<file path="config.mk">
export PLATFORM = sky130hd
export DESIGN_NAME = mdh_desc_dma
export DESIGN_NICKNAME = d
export VERILOG_FILES = /design/src/core/mdh_pkg.sv /design/src/core/mdh_fifo.sv /design/src/core/mdh_status.sv /design/src/core/mdh_desc_dma.sv
export SDC_FILE = /design/constraint.sdc
export NUM_CORES = 1
export LEC_CHECK = 0
export ABC_AREA = 1
export BUFFER_PORTS_ARGS = -buffer_cell sky130_fd_sc_hd__buf_2
export CORE_MARGIN = 4
export CORE_UTILIZATION = 40
export DETAILED_ROUTE_END_ITERATION = 10
export GPL_TIMING_DRIVEN = 1
export PLACE_DENSITY = 0.63
export SETUP_SLACK_MARGIN = 0.05
export SYNTH_ARGS = -nofsm -noshare
export SYNTH_HDL_FRONTEND = slang
export SYNTH_HIERARCHICAL = 1
export SYNTH_SLANG_ARGS = --single-unit
</file>
<file path="constraint.sdc">
create_clock -name clk_i -period 2.98 [get_ports clk_i]
set_clock_uncertainty 0.05 [all_clocks]
set_input_delay 0.596 -clock clk_i [delete_from_list [all_inputs] [get_ports clk_i]]
set_output_delay 0.596 -clock clk_i [all_outputs]
set_load 0.01 [all_outputs]
</file>
<file path="src/core/mdh_pkg.sv">
package mdh_pkg;
  // descriptor word offsets from the descriptor start
  localparam logic [31:0] OFS_W0 = 32'h0000_0000;
  localparam logic [31:0] OFS_W1 = 32'h0000_0004;
  localparam logic [31:0] OFS_W2 = 32'h0000_0008;
  localparam logic [31:0] OFS_W3 = 32'h0000_000C;
  localparam logic [31:0] WORD_STEP = 32'h0000_0004;
  // send descriptor word 0
  localparam int unsigned OWN_BIT = 31;
  localparam int unsigned IRQ_BIT = 2;
  localparam int unsigned FCS_BIT = 1;
  localparam int unsigned PAD_BIT = 0;
  // send descriptor word 2 (status and length)
  localparam int unsigned TALLY_LSB = 28;
  localparam int unsigned HB_BIT = 26;
  localparam int unsigned PAUSE_BIT = 25;
  localparam int unsigned STOP_BIT = 24;
  localparam int unsigned LATE_BIT = 23;
  localparam int unsigned GIVEUP_BIT = 22;
  localparam int unsigned NOCAR_BIT = 21;
  localparam int unsigned EXCESS_BIT = 20;
  localparam int unsigned DONE_BIT = 19;
  localparam int unsigned WAITED_BIT = 17;
  localparam int unsigned SIRQ_BIT = 16;
  localparam int unsigned LEN_W = 16;
  localparam int unsigned TALLY_W = 4;
  localparam logic [3:0] TALLY_MAX = 4'hF;
  localparam logic [15:0] MIN_FRAME = 16'h003C;
  localparam logic [15:0] LAST_PAD = 16'h003B;
  localparam logic [15:0] LATE_WINDOW = 16'h0040;
  // staging buffer in front of the mac
  localparam int unsigned FIFO_WIDTH = 9;
  localparam int unsigned FIFO_DEPTH = 8;
  // deferral limits
  localparam int unsigned CLK_PERIOD_NS = 40;
  localparam int unsigned DEFER_100_NS = 327680;
  localparam int unsigned DEFER_10_NS = 3276800;
  localparam int unsigned DEFER_100_CYC = DEFER_100_NS / CLK_PERIOD_NS;
  localparam int unsigned DEFER_10_CYC = DEFER_10_NS / CLK_PERIOD_NS;
  localparam int unsigned DCNT_W = 17;

  typedef enum logic [3:0] {
    ST_IDLE = 4'h0,
    ST_RD_W0 = 4'h1,
    ST_RD_W1 = 4'h2,
    ST_RD_W2 = 4'h3,
    ST_RD_DATA = 4'h4,
    ST_UNPACK = 4'h5,
    ST_PAD = 4'h6,
    ST_WAIT_END = 4'h7,
    ST_STATUS = 4'h8,
    ST_WR_W2 = 4'h9,
    ST_WR_W0 = 4'hA,
    ST_RD_W3 = 4'hB,
    ST_RX_W3 = 4'hC
  } mdh_state_t;
endpackage : mdh_pkg

</file>
<file path="src/core/mdh_fifo.sv">
`timescale 1ns/10ps
module mdh_fifo #(
  parameter int unsigned WIDTH = 9,
  parameter int unsigned DEPTH = 8
) (
  input logic clk_i,
  input logic nrst_i,
  input logic flush_i,
  input logic in_valid_i,
  output logic in_ready_o,
  input logic [WIDTH-1:0] in_data_i,
  output logic out_valid_o,
  input logic out_ready_i,
  output logic [WIDTH-1:0] out_data_o
);
  localparam int unsigned AW = $clog2(DEPTH);
  localparam int unsigned CW = AW + 1;

  typedef struct packed {
    logic [DEPTH-1:0][WIDTH-1:0] mem;
    logic [AW-1:0] wp;
    logic [AW-1:0] rp;
    logic [CW-1:0] cnt;
    logic ov;
    logic [WIDTH-1:0] od;
  } mdh_fifo_st_t;

  mdh_fifo_st_t s;
  mdh_fifo_st_t n;
  logic take;
  logic load;

  // output word is registered so the mac sees flop-driven data
  always_comb begin
    n = s;
    in_ready_o = (s.cnt < CW'(DEPTH));
    take = in_valid_i && in_ready_o;
    load = (s.cnt != '0) && (!s.ov || out_ready_i);
    if (out_ready_i && s.ov) begin
      n.ov = 1'b0;
    end
    if (load) begin
      n.od = s.mem[s.rp];
      n.ov = 1'b1;
      n.rp = s.rp + 1'b1;
    end
    if (take) begin
      n.mem[s.wp] = in_data_i;
      n.wp = s.wp + 1'b1;
    end
    n.cnt = s.cnt + CW'(take) - CW'(load);
    if (flush_i) begin
      n = '0;
    end
  end

  always_ff @(posedge clk_i or negedge nrst_i) begin
    if (!nrst_i) begin
      s <= '0;
    end else begin
      s <= n;
    end
  end

  assign out_valid_o = s.ov;
  assign out_data_o = s.od;
endmodule : mdh_fifo

</file>
<file path="src/core/mdh_status.sv">
`timescale 1ns/10ps
module mdh_status
  import mdh_pkg::*;
#(
  parameter int unsigned DEFER_100 = DEFER_100_CYC,
  parameter int unsigned DEFER_10 = DEFER_10_CYC
) (
  input logic clk_i,
  input logic nrst_i,
  input logic clr_i,
  input logic half_duplex_i,
  input logic speed_10_i,
  input logic heartbeat_check_on_i,
  input logic no_wait_limit_i,
  input logic col_i,
  input logic defer_i,
  input logic sqe_err_i,
  input logic end_i,
  input logic active_i,
  input logic past_window_i,
  input logic mii_crs_i,
  output logic [3:0] collision_tally_o,
  output logic send_given_up_o,
  output logic late_clash_o,
  output logic no_carrier_seen_o,
  output logic excess_wait_flag_o,
  output logic waited_before_send_o,
  output logic heartbeat_err_o
);
  typedef struct packed {
    logic [2:0] sync;
    logic crs;
    logic seen;
    logic [3:0] tally;
    logic give_up;
    logic late;
    logic nocar;
    logic excess;
    logic waited;
    logic hb;
    logic [DCNT_W-1:0] dcnt;
  } mdh_stat_st_t;

  mdh_stat_st_t s;
  mdh_stat_st_t n;
  logic [DCNT_W-1:0] limit;

  always_comb begin
    n = s;
    limit = speed_10_i ? DCNT_W'(DEFER_10) : DCNT_W'(DEFER_100);
    // carrier is a pin: stage 2 and 3 must agree before it counts
    n.sync = {s.sync[1], s.sync[0], mii_crs_i};
    if (s.sync[1] == s.sync[2]) begin
      n.crs = s.sync[2];
    end
    if (clr_i) begin
      n.seen = 1'b0;
      n.tally = '0;
      n.give_up = 1'b0;
      n.late = 1'b0;
      n.nocar = 1'b0;
      n.excess = 1'b0;
      n.waited = 1'b0;
      n.hb = 1'b0;
      n.dcnt = '0;
    end
    // set wins: an event in the clearing cycle still counts
    if (half_duplex_i) begin
      if (col_i) begin
        if (past_window_i) begin
          n.late = 1'b1;
        end
        if (n.tally == TALLY_MAX) begin
          n.tally = '0;
          n.give_up = 1'b1;
        end else begin
          n.tally = n.tally + 4'h1;
        end
      end
      if (defer_i) begin
        n.waited = 1'b1;
        if (!no_wait_limit_i && (n.dcnt >= limit)) begin
          n.excess = 1'b1;
        end
        if (n.dcnt != '1) begin
          n.dcnt = n.dcnt + 1'b1;
        end
      end
      if (active_i && s.crs) begin
        n.seen = 1'b1;
      end else if (active_i && n.seen) begin
        n.nocar = 1'b1;
      end
      if (end_i && !n.seen && !s.crs) begin
        n.nocar = 1'b1;
      end
      if (end_i && sqe_err_i && heartbeat_check_on_i && speed_10_i) begin
        n.hb = 1'b1;
      end
    end
  end

  always_ff @(posedge clk_i or negedge nrst_i) begin
    if (!nrst_i) begin
      s <= '0;
    end else begin
      s <= n;
    end
  end

  assign collision_tally_o = s.tally;
  assign send_given_up_o = s.give_up;
  assign late_clash_o = s.late;
  assign no_carrier_seen_o = s.nocar;
  assign excess_wait_flag_o = s.excess;
  assign waited_before_send_o = s.waited;
  assign heartbeat_err_o = s.hb;
endmodule : mdh_status

</file>
<file path="src/core/mdh_desc_dma.sv">
`timescale 1ns/10ps
// Summary of operation
// - receive word two is never fetched; its content means nothing.
// - next receive descriptor comes from word three, low two bits dropped.
// - owner bit 31 of word 0; one means the mac holds it.
// - after a frame the owner bit is written back as zero.
// - done pulse raised only when word 0 bit 2 is set.
// - word 0 bit 1 asks the mac to append the 4-byte fcs.
// - word 0 bit 0 pads frames shorter than 60 bytes.
// - word 1 bits 31:2 give the word aligned buffer base.
// - word 1 bits 1:0 give the first byte lane in the buffer.
// - word 2 bits 31:28 hold collisions, wrapping to zero at 16.
// - sixteen collisions in half duplex abandon the frame, bit 22.
// - heartbeat error bit 26 checked only when enabled at 10M half.
// - bit 25 set when flow control will pause the next send.
// - bit 24 set when software cleared the send run control.
// - bit 23 set for a collision after 64 bytes, half duplex.
// - bit 21 set when carrier never rises or drops, half duplex.
// - bit 20 set when deferral exceeds its speed limit.
// - bit 19 set when the mac ended the frame and it was not abandoned.
// - bit 17 set when the frame deferred at least once.
// - bit 16 records that word 0 bit 2 asked for the done pulse.
module mdh_desc_dma
  import mdh_pkg::*;
#(
  parameter int unsigned DEFER_100 = DEFER_100_CYC,
  parameter int unsigned DEFER_10 = DEFER_10_CYC
) (
  input logic clk_i,
  input logic nrst_i,
  input logic tx_kick_i,
  input logic [31:0] tx_list_base_i,
  input logic rx_next_i,
  input logic [31:0] rx_list_base_i,
  input logic send_run_i,
  input logic send_flow_pause_i,
  input logic flow_frame_rx_i,
  input logic half_duplex_i,
  input logic speed_10_i,
  input logic heartbeat_check_on_i,
  input logic no_wait_limit_i,
  output logic mem_req_o,
  output logic mem_we_o,
  output logic [31:0] mem_addr_o,
  output logic [31:0] mem_wdata_o,
  input logic mem_ack_i,
  input logic [31:0] mem_rdata_i,
  output logic [7:0] tx_data_o,
  output logic tx_last_o,
  output logic tx_valid_o,
  input logic tx_ready_i,
  output logic append_fcs_o,
  input logic mac_col_i,
  input logic mac_defer_i,
  input logic mac_sqe_err_i,
  input logic mac_end_i,
  input logic mii_crs_i,
  output logic send_irq_o,
  output logic tx_busy_o,
  output logic [31:0] rx_desc_addr_o,
  output logic rx_link_valid_o
);
  typedef struct packed {
    mdh_state_t st;
    logic req;
    logic we;
    logic [31:0] addr;
    logic [31:0] wdata;
    logic [31:0] cur;
    logic based;
    logic kick;
    logic [31:0] w0;
    logic [31:0] w1;
    logic [15:0] len;
    logic [31:0] dbuf;
    logic [1:0] lane;
    logic [15:0] rem;
    logic [15:0] fl;
    logic [15:0] sent;
    logic on_wire;
    logic ok;
    logic fcs;
    logic irq;
    logic clr;
    logic busy;
    logic [31:0] rxcur;
    logic rxbased;
    logic rxpend;
    logic rxv;
  } mdh_dma_st_t;

  mdh_dma_st_t s;
  mdh_dma_st_t n;
  logic ack;
  logic push;
  logic [8:0] push_data;
  logic in_ready;
  logic flush;
  logic pop;
  logic pad_more;
  logic abort;
  logic [31:0] stw;
  logic [3:0] tally;
  logic give_up;
  logic late;
  logic nocar;
  logic excess;
  logic waited;
  logic hb;
  logic [8:0] fifo_out;

  always_comb begin
    n = s;
    n.clr = 1'b0;
    n.irq = 1'b0;
    push = 1'b0;
    push_data = '0;
    flush = 1'b0;
    stw = '0;
    ack = s.req && mem_ack_i;
    pop = tx_valid_o && tx_ready_i;
    abort = give_up && !s.req;
    pad_more = s.w0[PAD_BIT] && ((s.fl + 16'h0001) < MIN_FRAME);
    if (ack) begin
      n.req = 1'b0;
    end
    if (pop) begin
      n.sent = s.sent + 16'h0001;
      n.on_wire = 1'b1;
    end
    if (mac_col_i) begin
      n.sent = '0;
    end
    case (s.st)
      ST_IDLE: begin
        if (s.rxpend) begin
          n.st = ST_RX_W3;
          n.req = 1'b1;
          n.we = 1'b0;
          n.addr = s.rxcur + OFS_W3;
        end else if (s.kick && send_run_i) begin
          n.kick = 1'b0;
          n.based = 1'b1;
          n.cur = s.based ? s.cur : {tx_list_base_i[31:2], 2'b00};
          n.st = ST_RD_W0;
          n.req = 1'b1;
          n.we = 1'b0;
          n.addr = n.cur + OFS_W0;
        end
      end
      ST_RX_W3: begin
        if (ack) begin
          n.rxcur = {mem_rdata_i[31:2], 2'b00};
          n.rxv = 1'b1;
          n.rxpend = 1'b0;
          n.st = ST_IDLE;
        end
      end
      ST_RD_W0: begin
        if (ack) begin
          n.w0 = mem_rdata_i;
          if (!mem_rdata_i[OWN_BIT]) begin
            n.st = ST_IDLE;
          end else begin
            n.fcs = mem_rdata_i[FCS_BIT];
            n.st = ST_RD_W1;
            n.req = 1'b1;
            n.addr = s.cur + OFS_W1;
          end
        end
      end
      ST_RD_W1: begin
        if (ack) begin
          n.w1 = mem_rdata_i;
          n.st = ST_RD_W2;
          n.req = 1'b1;
          n.addr = s.cur + OFS_W2;
        end
      end
      ST_RD_W2: begin
        if (ack) begin
          n.len = mem_rdata_i[LEN_W-1:0];
          n.rem = mem_rdata_i[LEN_W-1:0];
          n.fl = '0;
          n.sent = '0;
          n.on_wire = 1'b0;
          n.ok = 1'b0;
          n.clr = 1'b1;
          n.lane = s.w1[1:0];
          n.addr = {s.w1[31:2], 2'b00};
          if (mem_rdata_i[LEN_W-1:0] != '0) begin
            n.st = ST_RD_DATA;
            n.req = 1'b1;
          end else begin
            n.st = s.w0[PAD_BIT] ? ST_PAD : ST_WAIT_END;
          end
        end
      end
      ST_RD_DATA: begin
        if (abort) begin
          flush = 1'b1;
          n.st = ST_STATUS;
        end else if (ack) begin
          n.dbuf = mem_rdata_i;
          n.st = ST_UNPACK;
        end
      end
      ST_UNPACK: begin
        if (abort) begin
          flush = 1'b1;
          n.st = ST_STATUS;
        end else begin
          push = 1'b1;
          push_data = {(s.rem == 16'h0001) && !pad_more, s.dbuf[{s.lane, 3'b000} +: 8]};
          if (in_ready) begin
            n.rem = s.rem - 16'h0001;
            n.fl = s.fl + 16'h0001;
            if (s.rem == 16'h0001) begin
              n.st = pad_more ? ST_PAD : ST_WAIT_END;
            end else if (s.lane == 2'b11) begin
              n.lane = 2'b00;
              n.addr = s.addr + WORD_STEP;
              n.req = 1'b1;
              n.st = ST_RD_DATA;
            end else begin
              n.lane = s.lane + 2'b01;
            end
          end
        end
      end
      ST_PAD: begin
        if (abort) begin
          flush = 1'b1;
          n.st = ST_STATUS;
        end else begin
          push = 1'b1;
          push_data = {s.fl == LAST_PAD, 8'h00};
          if (in_ready) begin
            n.fl = s.fl + 16'h0001;
            if (s.fl == LAST_PAD) begin
              n.st = ST_WAIT_END;
            end
          end
        end
      end
      ST_WAIT_END: begin
        if (abort) begin
          flush = 1'b1;
          n.st = ST_STATUS;
        end else if (mac_end_i) begin
          n.ok = 1'b1;
          n.st = ST_STATUS;
        end
      end
      ST_STATUS: begin
        // one cycle late so end-of-frame flags have settled
        stw[LEN_W-1:0] = s.len;
        stw[TALLY_LSB +: TALLY_W] = tally;
        stw[HB_BIT] = hb;
        stw[PAUSE_BIT] = send_flow_pause_i || flow_frame_rx_i;
        stw[STOP_BIT] = !send_run_i;
        stw[LATE_BIT] = late;
        stw[GIVEUP_BIT] = give_up;
        stw[NOCAR_BIT] = nocar;
        stw[EXCESS_BIT] = excess;
        stw[DONE_BIT] = s.ok && !give_up;
        stw[WAITED_BIT] = waited;
        stw[SIRQ_BIT] = s.w0[IRQ_BIT];
        n.on_wire = 1'b0;
        n.wdata = stw;
        n.req = 1'b1;
        n.we = 1'b1;
        n.addr = s.cur + OFS_W2;
        n.st = ST_WR_W2;
      end
      ST_WR_W2: begin
        if (ack) begin
          n.wdata = {1'b0, s.w0[OWN_BIT-1:0]};
          n.req = 1'b1;
          n.addr = s.cur + OFS_W0;
          n.st = ST_WR_W0;
        end
      end
      ST_WR_W0: begin
        if (ack) begin
          n.irq = s.w0[IRQ_BIT];
          n.we = 1'b0;
          if (!send_run_i) begin
            n.st = ST_IDLE;
          end else begin
            n.req = 1'b1;
            n.addr = s.cur + OFS_W3;
            n.st = ST_RD_W3;
          end
        end
      end
      ST_RD_W3: begin
        if (ack) begin
          n.cur = {mem_rdata_i[31:2], 2'b00};
          n.req = 1'b1;
          n.addr = {mem_rdata_i[31:2], 2'b00} + OFS_W0;
          n.st = ST_RD_W0;
        end
      end
      default: begin
        n.st = ST_IDLE;
        n.req = 1'b0;
      end
    endcase
    // requests arriving with a clear still count
    if (tx_kick_i) begin
      n.kick = 1'b1;
    end
    if (rx_next_i) begin
      if (!s.rxbased) begin
        n.rxbased = 1'b1;
        n.rxcur = {rx_list_base_i[31:2], 2'b00};
        n.rxv = 1'b1;
      end else begin
        n.rxpend = 1'b1;
      end
    end
    n.busy = (n.st != ST_IDLE);
  end

  always_ff @(posedge clk_i or negedge nrst_i) begin
    if (!nrst_i) begin
      s <= '0;
    end else begin
      s <= n;
    end
  end

  // small buffer: retries must be replayed by the mac itself
  mdh_fifo #(
    .WIDTH(FIFO_WIDTH),
    .DEPTH(FIFO_DEPTH)
  ) u_fifo (
    .clk_i(clk_i),
    .nrst_i(nrst_i),
    .flush_i(flush),
    .in_valid_i(push),
    .in_ready_o(in_ready),
    .in_data_i(push_data),
    .out_valid_o(tx_valid_o),
    .out_ready_i(tx_ready_i),
    .out_data_o(fifo_out)
  );

  mdh_status #(
    .DEFER_100(DEFER_100),
    .DEFER_10(DEFER_10)
  ) u_status (
    .clk_i(clk_i),
    .nrst_i(nrst_i),
    .clr_i(s.clr),
    .half_duplex_i(half_duplex_i),
    .speed_10_i(speed_10_i),
    .heartbeat_check_on_i(heartbeat_check_on_i),
    .no_wait_limit_i(no_wait_limit_i),
    .col_i(mac_col_i),
    .defer_i(mac_defer_i),
    .sqe_err_i(mac_sqe_err_i),
    .end_i(mac_end_i),
    .active_i(s.on_wire),
    .past_window_i(s.sent >= LATE_WINDOW),
    .mii_crs_i(mii_crs_i),
    .collision_tally_o(tally),
    .send_given_up_o(give_up),
    .late_clash_o(late),
    .no_carrier_seen_o(nocar),
    .excess_wait_flag_o(excess),
    .waited_before_send_o(waited),
    .heartbeat_err_o(hb)
  );

  assign tx_data_o = fifo_out[7:0];
  assign tx_last_o = fifo_out[8];
  assign mem_req_o = s.req;
  assign mem_we_o = s.we;
  assign mem_addr_o = s.addr;
  assign mem_wdata_o = s.wdata;
  assign append_fcs_o = s.fcs;
  assign send_irq_o = s.irq;
  assign tx_busy_o = s.busy;
  assign rx_desc_addr_o = s.rxcur;
  assign rx_link_valid_o = s.rxv;
endmodule : mdh_desc_dma

</file>
Word-level counts from Yosys, hierarchy flattened. Cells that the tools add are included.

Input bits: 114. Output and inout bits: 112. Register bits: 430. Logic and storage cells: 290.

Reduce and logical (&&, ||, !) cells: 62. Order comparisons: 7. Bitwise logic cells: 2. Add/sub/neg operators: 15. Shift operators: 1. Muxes and demuxes: 115. Eq/ne operators: 38.

Operators with widths (count): 32-bit two-way mux (13); 32-bit one-hot mux with 9 select lines (1); 34-bit two-way mux (4); 32-bit one-hot mux with 2 select lines (2); 38-bit two-way mux (3); 32-bit by 4-bit adder with 32-bit output (second input constant) (3); 92-bit two-way mux (1); 75-bit two-way mux (1); 72-bit bitwise mux (1); 17-bit two-way mux (4); 32-bit by 3-bit adder with 32-bit output (second input constant) (2); 16-bit two-way mux (4); 64-bit two-way mux (1); 28-bit two-way mux (2); 52-bit two-way mux (1); 4-bit one-hot mux with 13 select lines (1); 4-bit two-way mux (12); 16-bit one-hot mux with 3 select lines (1); 2-bit inequality test (second input constant) (19); 9-bit two-way mux (4); 18-bit one-hot mux with 2 select lines (1); 35-bit two-way mux (1); 5-bit two-way mux (7); 33-bit two-way mux (1); other kinds (54) (150).

Depth between registers and ports, before layout.
Depth in word-level cells: 10. Gate-level depth with buffers: 17. Depth with buffers taken out: 17.

Modules after synthesis. Netlist, hierarchy kept.

Modules (own cells, without submodules): mdh_desc_dma (sequential area each 7657.3 um^2, area each 19834.0 um^2, times used 1, cells each 2936); mdh_fifo (sequential area each 2302.2 um^2, area each 4551.9 um^2, times used 1, cells each 507); mdh_status (sequential area each 800.8 um^2, area each 1941.9 um^2, times used 1, cells each 253).

Least setup slack after synthesis. OpenSTA, ideal clock, no wires.

Path kind: register to register. Start: register s[306] (netlist name). End: register u_fifo/s[12] (netlist name). Cell stages (with the launch flop): 15. Buffers on the path: 2. Setup time: 0.123 ns. Clock period less this slack: 2.602 ns. Data arrival time: 2.429 ns. Path slack: 0.378 ns. Data required time: 2.807 ns. Path through: dfrtp_1 > inv_2 > nand2_2 > nor2_4 > buf_6 > buf_6 > nor2_1 > nor2_1 > nand2_1 > ha_1 > inv_1 > ha_1 > fa_1 > o21ai_0 > a21oi_1.

RTL lines: start: declaration (line mdh_desc_dma.sv:92) `mdh_dma_st_t s;`; start signal: assignment (line mdh_desc_dma.sv:330) `s <= n;`; end signal: assignment (line mdh_fifo.sv:61) `s <= n;`; end: declaration (line mdh_fifo.sv:28) `mdh_fifo_st_t s;`.

==> results.md <==
- After technology mapping, the gate count stands at between 3000 and 4000.
- The layout net count is 3983.
- In this run the standard cell core region covers 64810 um^2.
- The design draws 29.96 mW.
- The clock transition at the registers of the reported paths is roughly 60 ps.
- The startpoint class of the critical path is a register.
- In this run the core area contains 93 standard-cell rows.
- The buffer and inverter count on the worst path is 2.
- The remaining antenna violation count is 0.
- The deepest level of the CTS H-tree is 2.
- The non-filler instance count after layout is ~4700.
- Of the cells placed in the final design, the portion with a size suffix greater than 1 is 13.74%.
- For this configuration, the core starts out at a cell density of between 40% and 50%.
- The warning count from the yosys run is 6.
- Clock tree synthesis found a total of 430 sinks.
- Port buffering added between 200 and 250 buffers.
- Counting every net in the synthesized netlist gives 3835.
- The final count of hold timing violations was 0.
- The post-route DRC violation count is 0.
- The delay contributed by the slowest stage of the critical path is approximately 470 ps.
- The vias after detailed routing is 25900.
- After detailed placement, the total cell area comes to 28180 um^2.
- The total non-filler cell area in the finished layout is 29820 um^2.
- The number of antenna violations at the first check in global routing came to 3.
- Walking the worst path, the cells encountered are inv_2 -> nand2_1 -> nor2_2 -> nor2_1 -> nor2_1 -> nand2_1 -> ha_1 -> inv_1 -> ha_1 -> fa_1 -> o21ai_0 -> a21oi_1.
- The power density over the cells is 1005 nW/um^2.
- Setup slack closes at roughly 260 ps.
- The insertion delay of the later-clocked pin in the worst-skew pair is 630 ps.
- For this run, global-route usage on met3 was measured as 5.031%.
- The area growth from synthesis to layout is 13.26%.
- After detailed routing, the average wire length per cell comes to 20.72 um.
- The leakage power of the design is 14.27 nW.
- For this design the top-level I/O count stands at 226.
- The highest-utilization routing layer at the global route stage is met2.
- After synthesis, flip-flops and latches occupy ~41% of the total area.
- The routability congestion estimate is approximately 1.
- The final number of max-transition violations is 0.
- The worst-margin pin slew is 899.0 ps.
- The floorplan die area is roughly 70000 um^2.
- The synthesized netlist contains between 60 and 70 unique library cells.
- The run finished with clean final reports.
- The family with the most delay on the worst path is adder cells.
- In the global route stage, overall resource usage came out at 27.31%.
- The minimum clock period is 2723 ps.
- The maximum vdd drop is 0.8493 mV.
- In this run the vertical extent of the chip is between 200 and 300 um.
- The final layout contains routed wiring with a total length of 98100 um.
- The part of the cycle the worst path needs is 91.39%.
- The endpoint arrival time on the critical path is 3170 ps.
- The synthesized netlist occupies a cell area of around 26000 um^2.
- The flop and latch count out of synthesis is 430.
- The worst hold slack after final layout is roughly 40 ps.
- The cell at the slowest stage of the critical path is sky130_fd_sc_hd__dfrtp_1.
- The mean area per synthesized cell is around 7.1 um^2.
- The number of fillers in the final layout is 6652.
- The violation count after the first detailed-route iteration is ~2700.
- The type of the most critical hold path is input port to register.
- The die is 264.6 um wide.
- The commonest register cell after synthesis is sky130_fd_sc_hd__dfrtp_1.
- The number of global-route vias before repair is ~25000.
- The number of buffers created by CTS is between 40 and 50.
- Global routing finished with a remaining overflow of 0.
- The normalized max-slew margin is 39.98%.
- The pin count of the biggest net entering global routing is 69.
- In the global route stage, met1 resource usage came out at 38.42%.
- Setup repair after global routing could not meet its margin everywhere.
- The max-capacitance violation count is 0.
- STA classifies the critical path endpoint as a register.
- The clock tree from TritonCTS is built.
- Using the TritonRoute via totals, the vias-per-cell ratio works out to 5.471.
- The first-pass GRT wire length is 149700 um.
- For met2 alone, demand over resource in global routing was 41.70%.
- The register-to-register path setup slack is 260 ps.
- The type of the worst setup path is register to register.
- Data on the critical path is required at its endpoint by 3430 ps.
- Summed over all nets, the half-perimeter wirelength after detailed placement is approximately 74000 um.
- Setup violations remaining at the end of the flow were counted as 0.
- The maximum count of clock buffers along a single path is 3.
- For this run, asynchronously set or reset flops after synthesis account for between 90% and 100%.
- For the final routed database, the setup TNS stands at 0 ps.
- The maximum fanout encountered on the critical timing path is 7.
- Timing would allow up to 0.3672 GHz.
- The length of the first detailed-routing pass in iterations is 6.
- After detailed placement, the design holds a cell count of 4647.
- Before CTS, the worst setup slack after placement is 185.3 ps.
- Buffers added to address setup during post-CTS repair amount to 0.
- The cell at the root of the clock tree is sky130_fd_sc_hd__clkbuf_16.
- The number of enable flip-flop cells after synthesis is 0.
- For this run, the share of the core covered by cells in the final layout is 46.01%.
## registers in the layout (all words and copies together), names as in the netlist, 2 cells and up
register / flops
s: 204
mem_addr_o: 32
rx_desc_addr_o: 32
mem_wdata_o: 32
u_status/s: 20
u_fifo/s: 82
u_status/collision_tally_o: 4
u_fifo/out_data_o: 9
u_status/n: 2
## cells in the mapped netlist (13+ instances only)
master                     instances  share of area [%]
sky130_fd_sc_hd__a31oi_1          38               0.90
sky130_fd_sc_hd__o21ai_0         355                6.7
sky130_fd_sc_hd__nand3b_1         15               0.43
sky130_fd_sc_hd__o21ai_1          13               0.25
sky130_fd_sc_hd__nor2_1          376                5.4
sky130_fd_sc_hd__dfrtp_1         430                 41
sky130_fd_sc_hd__nand4_1          61                1.4
sky130_fd_sc_hd__inv_1           378                5.4
sky130_fd_sc_hd__xor2_1           29               0.96
sky130_fd_sc_hd__buf_2            38               0.72
sky130_fd_sc_hd__nand2_2          14               0.33
sky130_fd_sc_hd__nor3_1           47               0.89
sky130_fd_sc_hd__nor2_2           15               0.36
sky130_fd_sc_hd__ha_1             24                1.1
sky130_fd_sc_hd__a21oi_1         162                3.1
sky130_fd_sc_hd__inv_2            21               0.30
sky130_fd_sc_hd__o22ai_1          87                2.1
sky130_fd_sc_hd__buf_4           117                3.3
sky130_fd_sc_hd__nand2_1         974                 14
sky130_fd_sc_hd__clkbuf_1         87                1.2
sky130_fd_sc_hd__nand3_1         273                5.2
## layer usage
metal / share of wire, % / vias to the layer above
met1: 43 / 12150
met2: 43 / 1222
met5: 0.013 / -
met4: 4.6 / 2
li1: - / 12320
met3: 9.1 / 208
## kinds of logic after synthesis
kind of cell | count (synthesis) | share of synthesized area, %
AOI/OAI and AO/OA | 713 | 14.92
xor gates and xnor gates | 37 | 1.231
adders and majority gates | 26 | 1.255
buffers and inverters | 660 | 11.55
DFF | 430 | 40.87
and+or+nand+nor | 1830 | 30.17
## layout by cell type, fill, tap and decap left out, drive strengths merged, types with 2 or more instances in the layout
cell type / synthesis / routed
a221oi: 13 / 13
nor2: 398 / 398
xnor2: 8 / 8
nand2: 998 / 998
nor3b: 4 / 4
o22ai: 87 / 87
and2: 2 / 2
o21ai: 373 / 373
ha: 24 / 24
nor4: 11 / 11
bufinv: 0 / 3
clkinv: 3 / 15
a21oi: 163 / 163
nor3: 48 / 48
nand3b: 15 / 15
or2: 6 / 6
dfrtp: 430 / 430
a31oi: 38 / 38
o211ai: 10 / 10
a211oi: 5 / 5
buf: 169 / 353
o2111ai: 3 / 3
o221ai: 3 / 3
o31ai: 6 / 6
xor2: 29 / 29
clkbuf: 88 / 68
nand3: 276 / 276
inv: 400 / 401
nand4: 71 / 71
o21bai: 3 / 3
## layout make-up
cell class	count	area [um^2]	area share, %
well taps	855	1070	3.587
clock inverters	17	235.2	0.7888
flip-flops and latches	430	10760	36.09
repair buffers	354	2280	7.645
multi-input cells	2606	12580	42.18
inverters	403	1515	5.081
clock buffers	68	1378	4.620
diodes	1	2.502	0.008392
## what timing repair did
action | CTS | global route
setup endpoints to repair | 0 | 20
endpoints found under the hold margin | 45 | 0
resized for setup | 0 | 4
hold buffers | 1 | 0
## final timing paths
check / start / end / depth (start not counted)
worst min-delay path: mii_crs_i / u_status/n[30]$_DFF_PN0_ / 1
max in group asynchronous: nrst_i / u_fifo/out_data_o[8]$_DFFE_PN0P_ / 3
worst max register to register: s[303]$_DFF_PN0_ / u_fifo/s[12]$_DFF_PN0_ / 12
worst max-delay path: s[303]$_DFF_PN0_ / u_fifo/s[12]$_DFF_PN0_ / 12
min in group asynchronous: nrst_i / u_status/s[8]$_DFF_PN0_ / 2
worst min register to register: u_status/n[30]$_DFF_PN0_ / u_status/n[31]$_DFF_PN0_ / 0
## where the power goes
group | internal, mW | switching, mW | leakage [nW]
sequential | 7.82 | 2.02 | 5.46
combinational | 4.63 | 9.36 | 8.02
clock | 3.51 | 2.62 | 0.789
No activity file was read; power rests on OpenSTA's default activity.
